File: src/rtl/tim_pkg.sv
// constants for the timer interrupt mask logic
package tim_pkg;

    // bus geometry
    localparam int          TIM_ADDR_W     = 4;
    localparam int          TIM_DATA_W     = 32;
    localparam int          TIM_REG_W      = 16;

    // register byte offsets
    localparam logic [3:0]  TIM_OFF_MASK   = 4'h0;
    localparam logic [3:0]  TIM_OFF_STAT   = 4'h4;
    localparam logic [3:0]  TIM_OFF_IMASK  = 4'h8;
    localparam logic [3:0]  TIM_OFF_REQ    = 4'hC;

    // field positions, shared by mask, flag, request, status and interrupt mask words
    localparam int          TIM_B_SHARED   = 15;
    localparam int          TIM_B_CMP_HI   = 14;
    localparam int          TIM_B_CMP_LO   = 11;
    localparam int          TIM_B_CAP_HI   = 10;
    localparam int          TIM_B_CAP_LO   = 8;
    localparam int          TIM_B_CWRAP    = 7;
    localparam int          TIM_B_AWRAP    = 5;
    localparam int          TIM_B_AEDGE    = 4;
    localparam int          TIM_B_CLKOUT   = 3;
    localparam int          TIM_B_PRE_HI   = 2;
    localparam int          TIM_B_PRE_LO   = 0;

    // bits that carry an interrupt source
    localparam logic [15:0] TIM_SRC_BITS   = 16'hFFB0;
    // bits of the mask register that exist (bit 6 reads zero)
    localparam logic [15:0] TIM_MASK_BITS  = 16'hFFBF;

    // reset values
    localparam logic [15:0] TIM_MASK_RST   = 16'h0000;
    localparam logic [15:0] TIM_STAT_RST   = 16'h0000;
    localparam logic [15:0] TIM_IMASK_RST  = 16'h0000;

    // byte lanes
    localparam int          TIM_LANE_LO    = 0;
    localparam int          TIM_LANE_HI    = 1;

endpackage : tim_pkg

File: src/rtl/tim_irq_mask.sv
// timer interrupt enable gating with wishbone register access
module tim_irq_mask
    import tim_pkg::*;
(
    // clock and reset
    input  wire logic                  clk_i,
    input  wire logic                  rst_i,
    // wishbone slave
    input  wire logic                  wb_cyc_i,
    input  wire logic                  wb_stb_i,
    input  wire logic                  wb_we_i,
    input  wire logic [TIM_ADDR_W-1:0] wb_adr_i,
    input  wire logic [3:0]            wb_sel_i,
    input  wire logic [TIM_DATA_W-1:0] wb_dat_i,
    output logic      [TIM_DATA_W-1:0] wb_dat_o,
    output logic                       wb_ack_o,
    // event flags from the flag logic
    input  wire logic                  shared_capture_compare_flag_i,
    input  wire logic [3:0]            compare_flag_i,
    input  wire logic [2:0]            capture_flag_i,
    input  wire logic                  counter_wrap_flag_i,
    input  wire logic                  accumulator_wrap_flag_i,
    input  wire logic                  accumulator_edge_flag_i,
    // requests to the interrupt arbitration
    output logic                       shared_capture_compare_req_o,
    output logic      [3:0]            compare_req_o,
    output logic      [2:0]            capture_req_o,
    output logic                       counter_wrap_req_o,
    output logic                       accumulator_wrap_req_o,
    output logic                       accumulator_edge_req_o,
    // first compare pin
    input  wire logic                  counter_clock_i,
    input  wire logic                  compare1_level_i,
    output logic                       first_compare_pin_o,
    // summary interrupt
    output logic                       irq_o
);

    logic [TIM_REG_W-1:0] timer_mask;
    logic [TIM_REG_W-1:0] next_timer_mask;
    logic [TIM_REG_W-1:0] irq_status;
    logic [TIM_REG_W-1:0] next_irq_status;
    logic [TIM_REG_W-1:0] irq_mask;
    logic [TIM_REG_W-1:0] next_irq_mask;
    logic [TIM_REG_W-1:0] flag_prev;
    logic [TIM_REG_W-1:0] req;
    logic [TIM_REG_W-1:0] next_req;
    logic [TIM_DATA_W-1:0] next_dat;
    logic                 next_ack;
    logic                 next_pin;
    logic                 next_irq;
    logic [TIM_REG_W-1:0] flags;
    logic [TIM_REG_W-1:0] wmask;
    logic                 access;
    logic                 wr;

    // gather the flags into the shared field layout
    always_comb begin
        flags                              = '0;
        flags[TIM_B_SHARED]                = shared_capture_compare_flag_i;
        flags[TIM_B_CMP_HI:TIM_B_CMP_LO]   = compare_flag_i;
        flags[TIM_B_CAP_HI:TIM_B_CAP_LO]   = capture_flag_i;
        flags[TIM_B_CWRAP]                 = counter_wrap_flag_i;
        flags[TIM_B_AWRAP]                 = accumulator_wrap_flag_i;
        flags[TIM_B_AEDGE]                 = accumulator_edge_flag_i;
    end

    // byte-lane write mask; ack is withheld for one cycle so each access is taken once
    always_comb begin
        access = wb_cyc_i & wb_stb_i & ~wb_ack_o;
        wr     = access & wb_we_i;
        wmask  = {{8{wb_sel_i[TIM_LANE_HI]}}, {8{wb_sel_i[TIM_LANE_LO]}}};
    end

    // requests: enable AND flag for every source
    always_comb begin
        next_req = timer_mask & flags & TIM_SRC_BITS;
    end

    // registers and bus answer
    always_comb begin
        next_timer_mask = timer_mask;
        next_irq_mask   = irq_mask;
        next_ack        = access;
        next_dat        = '0;
        if (wr && wb_adr_i == TIM_OFF_MASK) begin
            next_timer_mask = ((timer_mask & ~wmask) | (wb_dat_i[TIM_REG_W-1:0] & wmask)) & TIM_MASK_BITS;
        end
        if (wr && wb_adr_i == TIM_OFF_IMASK) begin
            next_irq_mask = ((irq_mask & ~wmask) | (wb_dat_i[TIM_REG_W-1:0] & wmask)) & TIM_SRC_BITS;
        end
        if (access && !wb_we_i) begin
            unique case (wb_adr_i)
                TIM_OFF_MASK:  next_dat[TIM_REG_W-1:0] = timer_mask;
                TIM_OFF_STAT:  next_dat[TIM_REG_W-1:0] = irq_status;
                TIM_OFF_IMASK: next_dat[TIM_REG_W-1:0] = irq_mask;
                TIM_OFF_REQ:   next_dat[TIM_REG_W-1:0] = req;
                default:       next_dat = '0;
            endcase
        end
    end

    // sticky status: a rising flag sets its bit; the set beats a same-cycle clear
    always_comb begin
        next_irq_status = irq_status;
        if (wr && wb_adr_i == TIM_OFF_STAT) begin
            next_irq_status = irq_status & ~(wb_dat_i[TIM_REG_W-1:0] & wmask);
        end
        next_irq_status = next_irq_status | (flags & ~flag_prev & TIM_SRC_BITS);
        next_irq        = |(next_irq_status & irq_mask);
    end

    // the counter clock is a same-domain tick, so the pin toggles at most once per cycle
    always_comb begin
        next_pin = timer_mask[TIM_B_CLKOUT] ? counter_clock_i : compare1_level_i;
    end

    always_ff @(posedge clk_i) begin
        if (rst_i) begin
            timer_mask          <= TIM_MASK_RST;
            irq_status          <= TIM_STAT_RST;
            irq_mask            <= TIM_IMASK_RST;
            flag_prev           <= '0;
            req                 <= '0;
            wb_ack_o            <= 1'b0;
            wb_dat_o            <= '0;
            first_compare_pin_o <= 1'b0;
            irq_o               <= 1'b0;
        end else begin
            timer_mask          <= next_timer_mask;
            irq_status          <= next_irq_status;
            irq_mask            <= next_irq_mask;
            flag_prev           <= flags;
            req                 <= next_req;
            wb_ack_o            <= next_ack;
            wb_dat_o            <= next_dat;
            first_compare_pin_o <= next_pin;
            irq_o               <= next_irq;
        end
    end

    // request ports are slices of the registered request word
    always_comb begin
        shared_capture_compare_req_o = req[TIM_B_SHARED];
        compare_req_o                = req[TIM_B_CMP_HI:TIM_B_CMP_LO];
        capture_req_o                = req[TIM_B_CAP_HI:TIM_B_CAP_LO];
        counter_wrap_req_o           = req[TIM_B_CWRAP];
        accumulator_wrap_req_o       = req[TIM_B_AWRAP];
        accumulator_edge_req_o       = req[TIM_B_AEDGE];
    end

endmodule // tim_irq_mask

File: config.mk
export PLATFORM = sky130hd
export DESIGN_NAME = tim_irq_mask
export DESIGN_NICKNAME = d
export VERILOG_FILES = /design/src/rtl/tim_pkg.sv /design/src/rtl/tim_irq_mask.sv
export SDC_FILE = /design/constraint.sdc
export NUM_CORES = 1
export LEC_CHECK = 0
export BUFFER_PORTS_ARGS = -buffer_cell sky130_fd_sc_hd__buf_2
export CELL_PAD_IN_SITES_DETAIL_PLACEMENT = 0
export CELL_PAD_IN_SITES_GLOBAL_PLACEMENT = 2
export CORE_MARGIN = 3
export CORE_UTILIZATION = 32
export DETAILED_ROUTE_END_ITERATION = 10
export PLACE_DENSITY_LB_ADDON = 0.05
export SLEW_MARGIN = 20
export SYNTH_ARGS = -nofsm -noshare
export SYNTH_HDL_FRONTEND = slang
export SYNTH_SLANG_ARGS = --single-unit
File: constraint.sdc
create_clock -name clk_i -period 4.7 [get_ports clk_i]
set_clock_uncertainty 0.2 [all_clocks]
set_input_delay 0.94 -clock clk_i [delete_from_list [all_inputs] [get_ports clk_i]]
set_output_delay 0.94 -clock clk_i [all_outputs]
set_load 0.005 [all_outputs]
==> metrics.txt <==
Achievable Freq=352 MHz; VDD IR max=0.114 mV; NetSw=0.000313 W; Slew @ Worst Pin=1.05 ns; hpwl dp=5.65 mm; sequential area share after synthesis=51.5%; Residual DRC=0; combinational family with the most area after synthesis=simple AND/OR/NAND/NOR gates; RSZ-0062 raised after global routing=false; Synth Flop Type=dfxtp_1; # resized after CTS=0; Pre-antenna DRT Iters=4; Root Driver=clkbuf_8; CP max stage cell=nor4b_2; Compound-Gate Fraction of Synth Area=15.2%; area leader, netlist=dfxtp_1; Total Wirelength=8.45 mm; Port Buf Inserts=69; sw frac=23.9%; routed via count=2557; WP data arrival=2.85 ns; Hold Buf Count CTS=0; chip height=106 µm; Num CTS Buffers=9; Crit path largest cell delay=0.92 ns; number of global-route vias before repair=2444; maximum fanout along the worst path=8; DRT iter0 DRCs=81; Leak=1.72 nW; synthesized cell area=3230 µm²; gp weighted congestion=0.705; die area=11300 µm²; CTS clk-pin slew, worst paths=0.08 ns; fin crit share=60.5%; first-pass GRT wire length=13.2 mm; min cycle time layout=2.84 ns; all-layer global routing usage=15.3%; synth cell count leaders=83 x dfxtp_1, 39 x nor2_1, 28 x nor2b_1; WP data required=4.71 ns; Setup crit end kind=flip-flop; P&R area growth vs syn=19.4%; IO Pins=104; EDFF count, synth=0; Multi-input gate area=1450 µm²; Via-to-Cell Ratio=4.74; TritonCTS clock tree=done; share of the synthesized area in the top cell type=51.5%; Non-Filler Instances=540; post-CTS setup buffer count=0; worst rel slew slack=29.9%; internal power=0.000994 W; pin count of the biggest net entering global routing=57; Simple-Gate Fraction of Synth Area=19.0%; critical path class=input port to flip-flop; DIE WIDTH=106 µm; Register Area=1660 µm²; Avg WL per Cell=15.6 µm; synthesized instance count=333; Worst Hold Class=flip-flop to flip-flop; yosys warns=0; Final setup viols=0; combinational share of power=5.9%; clock insertion delay at the later pin of the skew report=0.34 ns; synth top area cells=dfxtp_1 51%, mux2i_1 8.4%, a22oi_1 6.0%, nor2b_1 5.4%, nor2_1 4.5%; xor/xnor share of the synthesized area=0%; ys async rst share=0%; Core Region=9770 µm²; Slew Limit Fails=0; Cell Area, Placed=3660 µm²; status=complete, no violations; share of cells above drive strength 1=23.6%; crit-path cells=buf_2 > nor4b_2 > nand3_2 > mux2i_1 > nor2_1; grt ovf=0; design area=3850 µm²; Filler Cells Inserted=1034; CP Launch Type=input port; pwr dens=339 nW/µm²; clock network power share=38.7%; initial cell density of the core=33.0%; nets=460; most common cell in the netlist=dfxtp_1; final core utilization=39.4%; Clock Path Buffers=2; Inst Count DP=524; antenna violations before repair=0; MaxCap Viol Count=0; Synth Area in Adders=0%; row count=36; proportion of synthesized area in mux cells=8.38%; final hold violation count=0; Netlist cell types=32; Sum Neg Setup Slack=0 ns; Seq pwr share=55.4%; Routed Antenna Nets=0; ANT cells=0; Avg Cell Area, Syn=9.69 µm²; H-Tree Depth=3; Synth Register Bits=83; # clock sinks=83
worst max-delay path, delay by kind of cell:
kind                   cells  cell delay, ns
and+or+nand+nor            3            1.49
muxes                      1            0.27
buffers and inverters      1            0.15
through the flow:
step	power [W]	setup WS [ns]	hold slack, ns
global placement	0.000818	1.39	0.231
detailed placement	0.000819	1.42	0.241
floorplan	0.000788	2.21	0.222
CTS	0.00133	1.77	0.253
finish	0.00131	1.86	0.249
global route	0.00137	1.66	0.279
final cells by class:
| cell class | instances | area share, % |
|---|---|---|
| multi-input cells | 233 | 37.6 |
| clock inverters | 6 | 1.66 |
| repair buffers | 73 | 9.74 |
| flip-flops and latches | 83 | 43.1 |
| clock buffers | 10 | 3.31 |
| inverters | 2 | 0.195 |
| well taps | 133 | 4.32 |
cell usage in the layout, fill, tap and decap left out, drive strengths merged, types with 2 or more instances in the layout:
cell type	n
dfxtp	83
buf	73
nor2	39
nor2b	28
mux2i	27
a22oi	26
a21oi	26
o21ai	16
conb	16
nand2	11
and2	11
clkbuf	10
nand2b	6
nand3	5
and3	4
a21boi	3
nor4	3
inv	3
o21ba	2
clkinvlp	2
clkinv	2
nor4b	2
final timing paths:
check / from / to / slack (ns) / cells after the start
min reg2reg: irq_status[6] / irq_status[6] / 0.25 / 2
max: wb_adr_i[1] / flip-flop / 1.86 / 5
max reg2reg: wb_ack_o / irq_o / 2.41 / 5
min: irq_status[6] / irq_status[6] / 0.25 / 2
power by group through the flow:
stage               combinational [W]  sequential (W)  clock [W]
floorplan                   0.0000493        0.000739          0
global placement            0.0000778        0.000740          0
detailed placement          0.0000785        0.000740          0
CTS                         0.0000789        0.000724   0.000523
global route                0.0000878        0.000725   0.000553
finish                      0.0000778        0.000724   0.000506
metal layers:
layer / share of wire, % / GRT usage [%] / vias to the layer above
li1: - / - / 1269
met1: 49 / 21.6 / 1215
met2: 45 / 23.3 / 65
met3: 5.2 / 2.98 / 8
met4: 1.2 / 5.48 / 0
met5: 0 / 0 / -
kinds of logic (layout without fill, tap and decap cells):
family	Yosys count	in the layout
AOI/OAI and AO/OA	78	78
and+or+nand+nor	112	112
DFF	83	83
muxes	27	27
other	1	16
buffers and inverters	32	91
Power figures use the tool's default switching activity.
